[src/rtl/cbc_pkg.sv]
package cbc_pkg;
    localparam int          PC_W          = 21;
    localparam logic [3:0]  OP_HI_BRANCH  = 4'he;
    localparam logic [3:0]  OP_BOV        = 4'h4;
    localparam logic [3:0]  OP_BZ         = 4'h0;
    localparam logic [2:0]  OP_CALL_HI    = 3'h6;
    localparam logic [3:0]  OP_CALL_WORD2 = 4'hf;
    localparam logic [20:0] PC_STEP       = 21'h000002;
    localparam logic [20:0] CALL_RET_OFS  = 21'h000004;
    localparam logic [20:0] PC_RST        = 21'h000000;
    localparam logic [1:0]  Q_RST         = 2'h0;

    typedef struct packed {
        logic [7:0] work;
        logic [7:0] flags;
        logic [7:0] bank;
    } cbc_ctx_t;

    typedef struct packed {
        logic        push;
        logic [20:0] data;
    } cbc_push_t;
endpackage

[src/rtl/cbc_exec.sv]
`timescale 1ns/10ps
module cbc_exec
    import cbc_pkg::*;
(
    // Clock and reset
    input  wire logic                    clk_in,
    input  wire logic                    rst_in,
    input  wire logic                    ce_in,
    // Instruction word and core state
    input  wire logic                    instr_valid_in,
    input  wire logic [15:0]             instr_in,
    input  wire logic                    ovf_flag_in,
    input  wire logic                    zero_flag_in,
    input  wire cbc_pkg::cbc_ctx_t       ctx_in,
    // Results
    output logic      [20:0]             pc_out,
    output logic      [1:0]              qphase_out,
    output logic                         busy_out,
    output logic                         nop_cycle_out,
    output cbc_pkg::cbc_push_t           push_out,
    output cbc_pkg::cbc_ctx_t            shadow_out,
    output logic      [7:0]              flags_out
);
    import cbc_pkg::*;

    typedef enum logic [3:0] {
        CBC_IDLE  = 4'h1,
        CBC_EXEC  = 4'h2,
        CBC_CALL2 = 4'h4,
        CBC_NOP   = 4'h8
    } cbc_state_t;

    typedef enum logic [2:0] {
        CBC_K_NONE = 3'h1,
        CBC_K_BR   = 3'h2,
        CBC_K_CALL = 3'h4
    } cbc_kind_t;

    typedef struct packed {
        cbc_state_t  st;
        cbc_kind_t   kind;
        logic [1:0]  q;
        logic [15:0] ir;
        logic        taken;
        logic        save;
        logic [7:0]  klo;
        logic [20:0] pc;
        logic [20:0] tgt;
        cbc_push_t   push;
        cbc_ctx_t    shadow;
    } cbc_regs_t;

    cbc_regs_t r_ff;
    cbc_regs_t nxt_r;

    function automatic logic [20:0] cbc_rel(input logic [20:0] pc, input logic [7:0] n);
        logic [20:0] ofs;
        ofs = {{12{n[7]}}, n, 1'b0};
        return pc + PC_STEP + ofs;
    endfunction

    function automatic logic is_branch(input logic [15:0] w);
        return w[15:12] == OP_HI_BRANCH && (w[11:8] == OP_BOV || w[11:8] == OP_BZ);
    endfunction

    function automatic logic r_ir_bz();
        return r_ff.ir[11:8] == OP_BZ;
    endfunction

    ////////////////////////////////////////////////////////////////////////
    always_comb begin
        nxt_r = r_ff;
        nxt_r.push.push = 1'b0;
        nxt_r.q = r_ff.q + 2'h1;
        case (r_ff.st)
            CBC_IDLE: begin
                nxt_r.q = Q_RST;
                if (instr_valid_in) begin
                    nxt_r.ir = instr_in;
                    nxt_r.st = CBC_EXEC;
                    if (is_branch(instr_in)) begin
                        nxt_r.kind = CBC_K_BR;
                    end else if (instr_in[15:12] == OP_HI_BRANCH && instr_in[11:9] == OP_CALL_HI) begin
                        nxt_r.kind = CBC_K_CALL;
                    end else begin
                        nxt_r.kind = CBC_K_NONE;
                        nxt_r.pc   = r_ff.pc + PC_STEP;
                        nxt_r.st   = CBC_IDLE;
                    end
                end
            end
            CBC_EXEC: begin
                case (r_ff.q)
                    2'h0: begin
                        nxt_r.save  = r_ff.ir[8];
                        nxt_r.taken = (r_ff.ir[11:8] == OP_BOV) ? ovf_flag_in : zero_flag_in;
                    end
                    2'h1: begin
                        nxt_r.klo = r_ff.ir[7:0];
                    end
                    2'h2: begin
                        if (r_ff.kind == CBC_K_CALL) begin
                            nxt_r.push.push = 1'b1;
                            nxt_r.push.data = r_ff.pc + CALL_RET_OFS;
                            if (r_ff.save) begin
                                nxt_r.shadow = ctx_in;
                            end
                        end else begin
                            nxt_r.tgt = cbc_rel(r_ff.pc, r_ff.klo);
                        end
                    end
                    default: begin
                        if (r_ff.kind == CBC_K_CALL) begin
                            nxt_r.st = CBC_CALL2;
                        end else if (r_ff.taken) begin
                            nxt_r.pc = r_ff.tgt;
                            nxt_r.st = CBC_NOP;
                        end else begin
                            nxt_r.pc = r_ff.pc + PC_STEP;
                            nxt_r.st = CBC_IDLE;
                        end
                    end
                endcase
            end
            CBC_CALL2: begin
                if (instr_valid_in && instr_in[15:12] == OP_CALL_WORD2) begin
                    nxt_r.pc = {instr_in[11:0], r_ff.klo, 1'b0};
                    nxt_r.st = CBC_NOP;
                    nxt_r.q  = Q_RST;
                end else begin
                    nxt_r.q  = Q_RST;
                end
            end
            CBC_NOP: begin
                if (r_ff.q == 2'h3) begin
                    nxt_r.st = CBC_IDLE;
                end
            end
            default: begin
                nxt_r.st = CBC_IDLE;
            end
        endcase
    end

    always_ff @(posedge clk_in) begin
        if (rst_in) begin
            r_ff <= '{st: CBC_IDLE, kind: CBC_K_NONE, q: Q_RST, ir: 16'h0000, taken: 1'b0,
                      save: 1'b0, klo: 8'h00, pc: PC_RST, tgt: PC_RST,
                      push: '{push: 1'b0, data: PC_RST},
                      shadow: '{work: 8'h00, flags: 8'h00, bank: 8'h00}};
        end else if (ce_in) begin
            r_ff <= nxt_r;
        end
    end

    ////////////////////////////////////////////////////////////////////////
    assign pc_out        = r_ff.pc;
    assign qphase_out    = r_ff.q;
    assign busy_out      = r_ff.st != CBC_IDLE;
    assign nop_cycle_out = r_ff.st == CBC_NOP;
    assign push_out      = r_ff.push;
    assign shadow_out    = r_ff.shadow;
    assign flags_out     = ctx_in.flags;

    ////////////////////////////////////////////////////////////////////////
    AST_BR_TAKEN: assert property (@(posedge clk_in) disable iff (rst_in)
        ce_in && r_ff.st == CBC_EXEC && r_ff.kind == CBC_K_BR && r_ff.q == 2'h3 && r_ff.taken
        |=> pc_out == $past(r_ff.pc) + PC_STEP + {{12{$past(r_ff.ir[7])}}, $past(r_ff.ir[7:0]), 1'b0})
        else $error("taken branch target wrong");
    AST_BR_FALL: assert property (@(posedge clk_in) disable iff (rst_in)
        ce_in && r_ff.st == CBC_EXEC && r_ff.kind == CBC_K_BR && r_ff.q == 2'h3 && !r_ff.taken
        |=> pc_out == $past(r_ff.pc) + PC_STEP && !busy_out)
        else $error("untaken branch pc wrong");
    AST_BR_DECODE: assert property (@(posedge clk_in) disable iff (rst_in)
        ce_in && !busy_out && instr_valid_in && is_branch(instr_in) |=> r_ff.kind == CBC_K_BR)
        else $error("branch opcode not decoded");
    AST_BR_COND: assert property (@(posedge clk_in) disable iff (rst_in)
        ce_in && r_ff.st == CBC_EXEC && r_ff.kind == CBC_K_BR && r_ff.q == 2'h0 && r_ir_bz()
        |=> r_ff.taken == $past(zero_flag_in))
        else $error("zero branch condition wrong");
    AST_NOP_LEN: assert property (@(posedge clk_in) disable iff (rst_in)
        ce_in && r_ff.st == CBC_EXEC && r_ff.q == 2'h3 && r_ff.taken && r_ff.kind == CBC_K_BR
        ##1 ce_in [*4] |=> !busy_out)
        else $error("nop cycle length wrong");
    AST_PC_Q4: assert property (@(posedge clk_in) disable iff (rst_in)
        ce_in && r_ff.st == CBC_EXEC && r_ff.q != 2'h3 |=> $stable(pc_out))
        else $error("pc written outside Q4");
    AST_PUSH: assert property (@(posedge clk_in) disable iff (rst_in)
        push_out.push |-> push_out.data == r_ff.pc + CALL_RET_OFS)
        else $error("pushed return address wrong");
    AST_CALL_PC: assert property (@(posedge clk_in) disable iff (rst_in)
        ce_in && r_ff.st == CBC_CALL2 && instr_valid_in && instr_in[15:12] == OP_CALL_WORD2
        |=> pc_out == {$past(instr_in[11:0]), $past(r_ff.klo), 1'b0} && pc_out[0] == 1'b0)
        else $error("call target wrong");
    AST_NO_SAVE: assert property (@(posedge clk_in) disable iff (rst_in)
        ce_in && r_ff.kind == CBC_K_CALL && !r_ff.save && r_ff.st == CBC_EXEC |=> $stable(shadow_out))
        else $error("shadow changed without save");
    AST_SAVE: assert property (@(posedge clk_in) disable iff (rst_in)
        $rose(push_out.push) && r_ff.save |-> shadow_out == $past(ctx_in))
        else $error("shadow save missing");

    COV_TAKEN: cover property (@(posedge clk_in) disable iff (rst_in) r_ff.st == CBC_NOP && r_ff.kind == CBC_K_BR);
    COV_UNTAKEN: cover property (@(posedge clk_in) disable iff (rst_in)
        r_ff.st == CBC_EXEC && r_ff.q == 2'h3 && !r_ff.taken && r_ff.kind == CBC_K_BR);
    COV_CALL_SAVE: cover property (@(posedge clk_in) disable iff (rst_in) push_out.push && r_ff.save);
endmodule

[config.mk]
export PLATFORM = sky130hd
export DESIGN_NAME = cbc_exec
export DESIGN_NICKNAME = d
export VERILOG_FILES = /design/src/rtl/cbc_pkg.sv /design/src/rtl/cbc_exec.sv
export SDC_FILE = /design/constraint.sdc
export NUM_CORES = 1
export LEC_CHECK = 0
export BUFFER_PORTS_ARGS = -buffer_cell sky130_fd_sc_hd__buf_2
export CORE_MARGIN = 3
export CORE_UTILIZATION = 55
export DETAILED_ROUTE_END_ITERATION = 8
export PLACE_DENSITY = 0.79
export SYNTH_ARGS = -nofsm -noshare
export SYNTH_HDL_FRONTEND = slang
export SYNTH_SLANG_ARGS = --single-unit
[constraint.sdc]
create_clock -name clk_in -period 3.7 [get_ports clk_in]
set_input_delay 0.185 -clock clk_in [delete_from_list [all_inputs] [get_ports clk_in]]
set_output_delay 0.185 -clock clk_in [all_outputs]
set_load 0.1 [all_outputs]
# Word level (Yosys, flattened, before mapping)
# Cells that the tools add are included.
totals:
  ff_bits: 119
  elab_cells: 82
classes:
  eq_ne: 21
  bitwise: 1
  reduce_logical: 17
  add_sub_neg: 4
  n_mux: 25
op_table:
  columns: ["operator", "count"]
  rows:
  - ["21-bit 2-to-1 mux", 7]
  - ["46-bit 2-to-1 mux", 3]
  - ["21-bit case mux with 3 select lines", 1]
  - ["24-bit 2-to-1 mux", 1]
  - ["21-bit by 2-bit adder with 21-bit output (second input constant)", 1]
  - ["21-bit adder", 1]
  - ["21-bit by 3-bit adder with 21-bit output (second input constant)", 1]
  - ["4-bit 2-to-1 mux", 5]
  - ["4-bit case mux with 4 select lines", 1]
  - ["4-bit by 3-bit == test with 1-bit output (second input constant)", 3]
  - ["4-bit == test (second input constant)", 3]
  - ["2-bit != test (second input constant)", 6]
  - ["5-bit AND reduction", 2]
  - ["3-bit AND reduction", 3]
  - ["4-bit AND reduction", 2]
  - ["8-bit AND reduction", 1]
  - ["7-bit 2-to-1 mux", 1]
  - ["3-bit == test (second input constant)", 2]
  - ["2-bit 2-to-1 mux", 3]
  - ["3-bit 2-to-1 mux", 2]
  - ["2-bit == test (second input constant)", 2]
  - ["4-bit by 1-bit == test with 1-bit output (second input constant)", 1]
  - ["4-bit by 2-bit == test with 1-bit output (second input constant)", 1]
  - ["4-bit zero test", 1]
  - ["other kinds (12)", 14]

# Longest topological paths before layout
# Gate-level depths: netlist (run 1).
logic_depth:
  word_depth: 6
  depth_mapped: 14
  depth_no_buf: 12

# Worst setup path before layout (run 1)
# No wires, ideal clock.
synth_path:
  kind: "reg2out"
  start: "reg r_ff[122] in the netlist's numbering"
  end: "out nop_cycle_out"
  path_buffers: 1
  stages_incl_launch_ff: 3
  t_arrival_ns: 3.618
  setup_slack_ns: -0.103
  cell_sequence: "dfxtp_1 buf_2 nor4b_1"
synth_between:
  elab_chain_len: 1
synth_lines:
  columns: ["item", "line", "text"]
  rows:
  - ["start: declaration", "cbc_exec.sv:53", "cbc_regs_t r_ff;"]
  - ["start signal: assignment", "cbc_exec.sv:147", "r_ff <= '{st: CBC_IDLE, kind: CBC_K_NONE, q: Q_RST, ir: 16'h0000, taken: 1'b0,"]
  - ["start signal: assignment", "cbc_exec.sv:152", "r_ff <= nxt_r;"]
  - ["4-bit == test", "cbc_exec.sv:160", "assign nop_cycle_out = r_ff.st == CBC_NOP;"]
  - ["end: declaration", "cbc_exec.sv:19", "output logic nop_cycle_out,"]
# No other way between the ends.

# Final worst setup path (run 1)
layout_path:
  start: "reg r_ff, in the netlist pc_out[3]"
  end: "reg r_ff[63] in the netlist's numbering"
layout_between:
  elab_chain_len: 2
layout_lines:
  columns: ["item", "line", "text"]
  rows:
  - ["21-bit by 2-bit adder with 21-bit output", "cbc_exec.sv:59", "return pc + PC_STEP + ofs;"]
  - ["21-bit adder", "cbc_exec.sv:59", null]
# No other way between the ends.
# A chain may end at the register's enable or synchronous reset.

==> results of run 1 <==
## power breakdown
part	internal, mW	switching (mW)
Sequential	1.30	0.0326
Combinational	0.0952	0.273
Clock	0.942	0.554
Total	2.34	0.860
## sequential cells by signal, indices dropped and copies added, names as in the netlist
name	cells
push_out	22
pc_out	21
shadow_out	24
qphase_out	2
r_ff	50
## metal layers
layer	up-vias	global-route usage [%]	share of wire [%]
li1	3065	-	-
met1	2849	32.17	44
met2	264	40.73	47
met3	34	5.366	6.6
met4	0	10.93	2.8
met5	-	0	0
## cell usage in the layout (no fill, tap or decap), types with 4 or more instances in the layout
master,n
o31ai_1,4
a211oi_2,10
xnor2_1,30
ha_1,26
and2_1,5
o21ai_0,23
inv_1,15
nand2b_1,5
buf_2,123
mux2i_1,11
dfxtp_1,119
nand2_1,138
nor3_1,14
a211oi_1,26
nor2_1,73
buf_4,14
a31oi_1,5
nand3_1,30
a21o_1,6
nand4_1,13
a222oi_1,15
clkinv_2,5
and3_1,6
and4_1,5
clkbuf_16,17
xor2_1,16
a21oi_1,90
## layout make-up
cell class,count,area (um2),area share [%]
clock buffer,21,460.4,5.993
clock inverter,9,78.83,1.026
inverter,15,56.30,0.7328
multi-input combinational,607,3745,48.74
sequential,119,2382,31.00
tap,168,210.2,2.736
timing repair buffer,140,750.7,9.770
## worst min-delay path, cell delays in order
cell and delay [ns]:
buf_2 0.10, nand2_1 0.04, a21oi_1 0.05
## synth_stat cells, types with 10 or more instances
| library cell | n |
|---|---|
| xor2_1 | 16 |
| dfxtp_1 | 119 |
| nand4_1 | 13 |
| nand2_1 | 138 |
| ha_1 | 26 |
| a222oi_1 | 15 |
| buf_4 | 80 |
| clkbuf_1 | 36 |
| nor2_1 | 74 |
| a21oi_1 | 90 |
| a211oi_1 | 26 |
| buf_2 | 16 |
| o21ai_0 | 23 |
| a211oi_2 | 10 |
| nand3_1 | 30 |
| inv_1 | 15 |
| mux2i_1 | 11 |
| xnor2_1 | 30 |
| nor3_1 | 14 |
## final timing paths
path | from | endpoint | slack [ns] | cells past startpoint
worst min-delay path | ctx_in[16] | shadow_out[16] | 0.009 | 3
worst max register to register | pc_out[3] | r_ff[63] | 0.29 | 12
worst min register to register | shadow_out[17] | shadow_out[17] | 0.45 | 2
worst max-delay path | pc_out[3] | r_ff[63] | 0.29 | 12
## metrics by stage
step	hold WS (ns)	util, %	cell area [um2]	power [mW]	cells
global route	0.005403	62.66	7684	3.307	1079
CTS	0.001870	62.66	7684	3.224	1079
floorplan	0.3210	-	7043	1.663	879
global placement	0.4281	58.02	7114	1.722	1046
detailed placement	0.4330	58.02	7114	1.724	1046
finish	0.009201	62.66	7684	3.201	1079
## cell families (layout without fill, tap and decap cells)
| kind of cell | Yosys count | in the layout | share of synthesized area (%) |
|---|---|---|---|
| xor gates and xnor gates | 46 | 46 | 5.725 |
| AOI/OAI and AO/OA | 214 | 214 | 20.50 |
| muxes | 11 | 11 | 1.565 |
| DFF | 119 | 119 | 33.85 |
| and+or+nand+nor | 309 | 309 | 20.27 |
| adders and majority gates | 27 | 27 | 4.908 |
| buffers and inverters | 153 | 185 | 13.18 |
==> flow_metrics.py, run 1 <==
metrics = {
    "outcome": {
        "status": "completed",
    },
    "die": {
        "core_mm2": 0.01226,
        "die_w_um": 119.1,
        "floorplan.die_area_mm2": 0.01419,
        "rows": 40,
        "start_util_pct": 57.39,
        "die_h_um": 119.1,
        "io_pins": 125,
    },
    "timing": {
        "hold_violations": 0,
        "min_period_ns": 3.414,
        "max_freq_ghz": 0.2929,
        "final.setup.tns_ns": 0,
        "setup_viol": 0,
        "tightest_slew_ns": 0.8896,
        "fin_ws_ns": 0.2861,
        "rsz0062_at_grt": "false",
        "fin_crit_sh_pct": 92.27,
        "finClkSkew_ns": 0.007845,
        "maxSlewViolCount": 0,
        "slew_headroom_pct": 40.48,
    },
    "yosys": {
        "ys_seq_elements": 119,
        "synth_top_cells_by_area": "dfxtp_1 (34%), buf_4 (8.5%), nand2_1 (7.4%), a21oi_1 (6.4%), ha_1 (4.6%)",
        "synth_cell_types": 62,
        "yosysTopAreaCellShare_pct": 33.85,
        "synth_area_mm2": 0.007037,
        "syn_nets": 952,
        "synth_top_flop_cell": "dfxtp_1",
        "synth_top_area_cell": "dfxtp_1",
        "syn_area_per_cell_um2": 8.005,
        "async_reset_ff_share_pct": 0,
        "synth_edf_count": 0,
        "ys_seq_area_share_pct": 33.85,
        "yosysWarnings": 0,
        "syn_inst": 879,
    },
    "global_routing": {
        "antenna_found_initial": 0,
        "grt_max_degree": 62,
        "grt_pass1_vias": 5788,
        "grt-ovfl-total": 0,
        "grt_pass1_wl_um": 28930,
        "grt.total_usage_pct": 25.11,
    },
    "route": {
        "drt-initial-drc-count": 507,
        "final_antenna_net_count": 0,
        "route.detailed.drc": 0,
        "wl_per_cell_um": 16.49,
        "vias": 6212,
        "first_pass_iters": 7,
        "finalWirelength_um": 17790,
        "viasPerCell": 5.757,
    },
    "cells_and_area": {
        "area_growth_pct": 9.193,
        "drive_gt1_share_pct": 20.31,
        "num-nets-final": 973,
        "diodes": 0,
        "fillers": 1089,
    },
    "place": {
        "port_buffers": 124,
        "gp_congestion": 0.9531,
        "post-place-ws_ns": 0.3743,
        "dp_hpwl_um": 12720,
    },
    "worst_setup_path": {
        "crit_path_end_kind": "register",
        "cp_slowest_cell": "dfxtp_1",
        "cp_cell_sequence": "ha_1 -> nand4_1 -> nor2_1 -> nand3_1 -> xnor2_1 -> ha_1 -> a21oi_1 -> o21ai_0 -> a221o_1 -> a41o_1 -> xnor2_1 -> o21ai_0",
        "crit_family": "compound AO/OA/AOI/OAI gates",
        "critical_path_required_ns": 4.03,
        "critPathBufInv": 0,
        "crit_path_start_kind": "register",
        "arrival_ns": 3.75,
        "critPathMaxStageDelay_ns": 0.46,
        "path_max_fanout": 8,
        "crit_type": "register to register",
    },
    "cts": {
        "clk_pin_slew_ns": 0.05,
        "clk_path_buf_depth": 2,
        "post_cts_buffers": 0,
        "htree_num_levels": 4,
        "postCtsHoldBufs": 3,
        "clkLatencyLatePin_ns": 0.42,
        "cts_tree": "yes",
        "cts_sinks": 119,
        "cts_root_buf": "clkbuf_16",
        "ctsResizeCount": 0,
        "cts_buffers": 17,
    },
    "power_and_ir_drop": {
        "p_per_area_mw_per_mm2": 416.6,
        "max-vdd-ir-drop_mv": 0.2126,
        "leakagePower_nw": 3.094,
    },
    "hold_path": {
        "hold_class": "input pin to register",
    },
    "flow_run": {
        "drv_cap": 0,
    },
}
Note: power is estimated with default switching activity, not from simulation.
==> inputs of run 2 (changes only) <==
- CORE_ASPECT_RATIO: not set -> 0.8
- CTS_BUF_LIST: not set -> sky130_fd_sc_hd__clkbuf_8 sky130_fd_sc_hd__clkbuf_16
- REMOVE_ABC_BUFFERS: not set -> 1
==> run 2 against run 1 <==
Via count is 2.1% higher; routed wire length is 5.0% higher; largest power group unchanged; global-route usage is 1.1 points higher; highest routed layer unchanged; non-clock buffer count did not move; hold slack improved by 0.0052 ns; power grew 4.5%; die area is essentially flat; sequential share of layout area decreased by 0.21 points; combinational power grew 2%.
==> flow_metrics.py, run 2 (synthesized netlist as in run 1, its figures left out) <==
metrics = {
    "cells_and_area": {
        "area_growth_pct": 9.922,
        "num-nets-final": 973,
        "diodes": 0,
        "utilization_pct": 62.67,
        "regMostFlops": "r_ff",
        "drive_gt1_share_pct": 20.26,
        "final_common_cell": "nand2_1",
        "final_cell_mix": "nand2_1 (138), buf_2 (123), dfxtp_1 (119)",
        "fillers": 1105,
        "largest_reg_flops": 50,
    },
    "worst_setup_path": {
        "critPathMaxStageDelay_ns": 0.46,
        "cp_cell_sequence": "ha_1 -> nand4_1 -> nor2_1 -> nand3_1 -> xnor2_1 -> ha_1 -> a21oi_1 -> o21ai_0 -> a221o_1 -> a41o_1 -> xnor2_1 -> o21ai_0",
        "cp_slowest_cell": "dfxtp_1",
        "crit_type": "register to register",
        "crit_path_end_kind": "register",
        "crit_path_start_kind": "register",
        "path_max_fanout": 7,
        "arrival_ns": 3.72,
        "critical_path_required_ns": 4.04,
    },
    "route": {
        "finalWirelength_um": 18680,
        "wl_met1_um": 8485,
        "final_antenna_net_count": 0,
        "route.detailed.drc": 0,
        "first_pass_iters": 6,
        "wl_per_cell_um": 17.23,
        "vias": 6345,
        "top_layer_used": "met4",
        "viasPerCell": 5.853,
        "drt-initial-drc-count": 696,
        "met3_length_um": 1699,
        "wl_met2_um": 8239,
    },
    "cts": {
        "clk_path_buf_depth": 2,
        "post_cts_buffers": 0,
        "clk_pin_slew_ns": 0.06,
        "htree_num_levels": 4,
        "cts_buffers": 17,
        "postCtsHoldBufs": 0,
        "ctsResizeCount": 0,
        "cts_root_buf": "clkbuf_16",
        "clkLatencyLatePin_ns": 0.41,
        "cts_tree": "yes",
        "cts_sinks": 119,
    },
    "hold_path": {
        "hold_class": "input pin to register",
    },
    "power_and_ir_drop": {
        "p_comb_share_pct": 11.2,
        "p_sw_uw": 888.4,
        "design_power_total_mw": 3.347,
        "p_int_mw": 2.458,
        "max-vdd-ir-drop_mv": 0.3251,
        "p_per_area_mw_per_mm2": 432.7,
        "leakagePower_nw": 3.145,
        "p_seq_share_pct": 39.8,
        "pwr-share-clk_pct": 49.0,
        "switching_share_pct": 26.55,
    },
    "die": {
        "start_util_pct": 57.02,
        "core_mm2": 0.01234,
        "io_pins": 125,
        "die_h_um": 107.2,
        "floorplan.die_area_mm2": 0.01420,
        "die_w_um": 132.5,
        "rows": 36,
    },
    "timing": {
        "hold_ws_ns": 0.01444,
        "max_freq_ghz": 0.2957,
        "finClkSkew_ns": 0.007685,
        "fin_ws_ns": 0.3176,
        "maxSlewViolCount": 0,
        "slew_headroom_pct": 37.22,
        "setup_viol": 0,
        "min_period_ns": 3.382,
        "rsz0062_at_grt": "false",
        "tightest_slew_ns": 0.9383,
        "hold_violations": 0,
        "fin_crit_sh_pct": 91.41,
    },
    "global_routing": {
        "antenna_found_initial": 0,
        "grt_pass1_wl_um": 29950,
        "grt.total_usage_pct": 26.22,
        "grt_max_degree": 71,
        "grt-ovfl-total": 0,
        "grt_pass1_vias": 5738,
    },
    "flow_run": {
        "drv_cap": 0,
    },
    "place": {
        "gp_congestion": 0.9523,
        "post-place-ws_ns": 0.4312,
        "dp_hpwl_um": 13200,
        "port_buffers": 124,
    },
    "outcome": {
        "status": "completed",
    },
}
-- run 2: changes by cell type in the layout (fill, tap and decap cells not counted), sizes merged --
cell | previous run | this run
inv | 15 | 22
buf | 137 | 140
clkinv | 6 | 3
clkinvlp | 2 | 1
dlygate4sd3 | 3 | 0
bufinv | 1 | 3
clkbuf | 21 | 18
-- run 2: layer usage --
metal	up-vias	track usage, %
li1	3071	-
met1	2984	37.26
met2	264	39.22
met3	26	6.567
met4	0	8.012
met5	-	0
-- run 2: final timing paths --
| kind | slack [ns] | start | depth (start not counted) | to |
|---|---|---|---|---|
| max | 0.32 | pc_out[3] | 12 | r_ff[63] |
| min | 0.01 | ctx_in[0] | 3 | shadow_out[0] |
| max reg2reg | 0.32 | pc_out[3] | 12 | r_ff[63] |
| min reg2reg | 0.45 | shadow_out[11] | 2 | shadow_out[11] |
-- run 2: layout make-up --
| class | instances | area [um2] | share of cell area (%) |
|---|---|---|---|
| timing repair buffer | 140 | 755.7 | 9.770 |
| sequential | 119 | 2382 | 30.80 |
| clock inverter | 14 | 143.9 | 1.860 |
| clock buffer | 18 | 439.2 | 5.678 |
| inverter | 15 | 56.30 | 0.7279 |
| multi-input combinational | 607 | 3744 | 48.40 |
| tap | 171 | 214.0 | 2.766 |
-- run 2: metrics by stage --
stage	TNS (ns)	area (um2)	std cells
6_report	0	7735	1084
4_1_cts	0	7735	1084
5_1_grt	0	7735	1084
3_5_place_dp	0	7152	1052
3_3_place_gp	0	7152	1052
2_1_floorplan	-3.779	6166	741
-- run 2: critical path: cells and delay by family, from the launching register on --
family	cells	cell delay (ns)
compound gates	5	1.21
fa+ha+maj	2	0.71
simple gates	3	0.59
flops	1	0.46
xor+xnor	2	0.35
-- run 2: power groups by stage --
stage	Combinational, mW	Sequential (mW)	Clock [mW]
floorplan	0.127	1.45	0
CTS	0.374	1.33	1.65
global placement	0.370	1.36	0
finish	0.375	1.33	1.64
global route	0.399	1.33	1.73
detailed placement	0.372	1.36	0
==> inputs of run 3 (changes only) <==
- PLACE_DENSITY: 0.79 -> 0.82
==> run 3 against run 2 <==
Maximum frequency rose by 0.27%; global-route usage rose by 0.47 points; design area barely moved; highest routed layer unchanged.
==> flow_metrics.py, run 3 (synthesized netlist as in run 1, its figures left out) <==
metrics = {
    "place": {
        "dp_hpwl_um": 13550,
        "dp_cells": 1054,
        "port_buffers": 124,
        "gp_congestion": 0.9506,
    },
    "global_routing": {
        "grt_pass1_wl_um": 30570,
        "grt_pass1_vias": 5891,
        "grt-ovfl-total": 0,
        "grt_max_degree": 54,
        "grt.total_usage_pct": 26.69,
        "antenna_found_initial": 0,
    },
    "worst_setup_path": {
        "crit_path_start_kind": "register",
        "r2r-end": "r_ff[65]",
        "rrSetupSlack_ns": 0.33,
        "crit_type": "register to register",
        "arrival_ns": 3.66,
        "path_max_fanout": 8,
        "rr_worst_depth": 11,
        "reg2reg_from": "pc_out[2]",
        "critical_path_required_ns": 3.98,
        "crit_path_end_kind": "register",
    },
    "route": {
        "finalWirelength_um": 19120,
        "wl_per_cell_um": 17.62,
        "route.detailed.drc": 0,
        "drt-initial-drc-count": 712,
        "viasPerCell": 5.898,
        "first_pass_iters": 7,
        "final_antenna_net_count": 0,
        "vias": 6399,
    },
    "power_and_ir_drop": {
        "p_seq_share_pct": 40.0,
        "switching_share_pct": 26.98,
        "p_per_area_mw_per_mm2": 430.2,
        "pwr-share-clk_pct": 48.6,
        "max-vdd-ir-drop_mv": 0.3027,
        "p_sw_uw": 897.4,
        "p_comb_share_pct": 11.3,
        "leakagePower_nw": 3.140,
        "design_power_total_mw": 3.326,
        "p_int_mw": 2.429,
    },
    "cells_and_area": {
        "diodes": 0,
        "largest_reg_flops": 50,
        "final_cell_count_no_fill": 1085,
        "drive_gt1_share_pct": 20.57,
        "utilization_pct": 62.64,
        "area_growth_pct": 9.868,
        "regMostFlops": "r_ff",
        "final_common_cell": "nand2_1",
        "num-nets-final": 975,
        "final_cell_mix": "nand2_1 (138), buf_2 (123), dfxtp_1 (119)",
    },
    "cts": {
        "clk_path_buf_depth": 2,
        "clkLatencyLatePin_ns": 0.42,
        "post_cts_buffers": 0,
        "cts_root_buf": "clkbuf_16",
        "htree_num_levels": 4,
        "clk_pin_slew_ns": 0.06,
        "cts_sinks": 119,
        "cts_buffers": 17,
        "ctsResizeCount": 0,
        "postCtsHoldBufs": 0,
        "cts_tree": "yes",
    },
    "hold_path": {
        "min_to": "shadow_out[18]",
        "hold_class": "input pin to register",
        "min_from": "ctx_in[18]",
        "min_delay_path_depth": 3,
    },
    "timing": {
        "finClkSkew_ns": 0.01052,
        "rsz0062_at_grt": "false",
        "setup_viol": 0,
        "hold_violations": 0,
        "min_period_ns": 3.373,
        "maxSlewViolCount": 0,
        "tightest_slew_ns": 0.8906,
        "max_freq_ghz": 0.2965,
        "fin_crit_sh_pct": 91.16,
        "slew_headroom_pct": 40.17,
    },
    "die": {
        "die_w_um": 132.5,
        "io_pins": 125,
        "rows": 36,
        "start_util_pct": 57.02,
        "floorplan.die_area_mm2": 0.01420,
        "die_h_um": 107.2,
        "core_mm2": 0.01234,
    },
    "outcome": {
        "status": "completed",
    },
    "flow_run": {
        "drv_cap": 0,
    },
}
run 3: cell types whose count changed in the layout (fill, tap and decap cells not counted), sizes merged:
cell,change
clkinv,+1
inv,-3
clkbuf,+2
buf,+2
bufinv,-1
run 3: how the worst max path moves through the flow:
stage,start,endpoint,depth (start not counted)
floorplan,pc_out[3],r_ff[64],11
detailed placement,pc_out[2],r_ff[64],11
global route,pc_out[3],r_ff[64],11
finish,pc_out[2],r_ff[65],11
global placement,pc_out[2],r_ff[63],12
CTS,pc_out[2],r_ff[64],11
run 3: layer usage:
| layer | wire length [um] | vias up | global-route usage (%) |
|---|---|---|---|
| li1 | - | 3072 | - |
| met1 | 8712 | 3019 | 38.29 |
| met2 | 8521 | 279 | 39.84 |
| met3 | 1539 | 29 | 5.769 |
| met4 | 343 | 0 | 8.902 |
| met5 | 0 | - | 0 |
run 3: final cells by class:
cell class                      count  area (um2)
Multi-Input combinational cell    607        3744
Inverter                           15       56.30
Fill cell                        1107        4611
Tap cell                          171       214.0
Clock buffer                       20       466.7
Sequential cell                   119        2382
Timing Repair Buffer              142       758.2
Clock inverter                     11       110.1
run 3: through the flow:
step           hold WS, ns  setup slack [ns]  instance area (um2)  TNS, ns
3_3_place_gp        0.4281            0.4961                 7154        0
3_5_place_dp        0.4316            0.4226                 7154        0
5_1_grt           0.008956           0.09778                 7731        0
6_report          0.009716            0.3269                 7731        0
4_1_cts           0.002867            0.4060                 7731        0
2_1_floorplan       0.2496           -0.2443                 6166   -3.779
run 3: power groups by stage:
stage          Combinational [mW]  Sequential (mW)  Clock, mW
2_1_floorplan               0.127             1.45          0
3_3_place_gp                0.368             1.36          0
3_5_place_dp                0.372             1.36          0
4_1_cts                     0.375             1.33       1.62
5_1_grt                     0.401             1.33       1.69
6_report                    0.377             1.33       1.62
run 3: worst max-delay path, cell delays in order (launching register included):
cell and delay (ns):
dfxtp_1 0.45, ha_1 0.22, and2_1 0.32, nand3_1 0.29
xnor2_1 0.20, ha_1 0.43, and3_1 0.23, nand3_1 0.11
o221ai_1 0.53, a31o_2 0.27, xnor2_1 0.12, o21ai_0 0.09
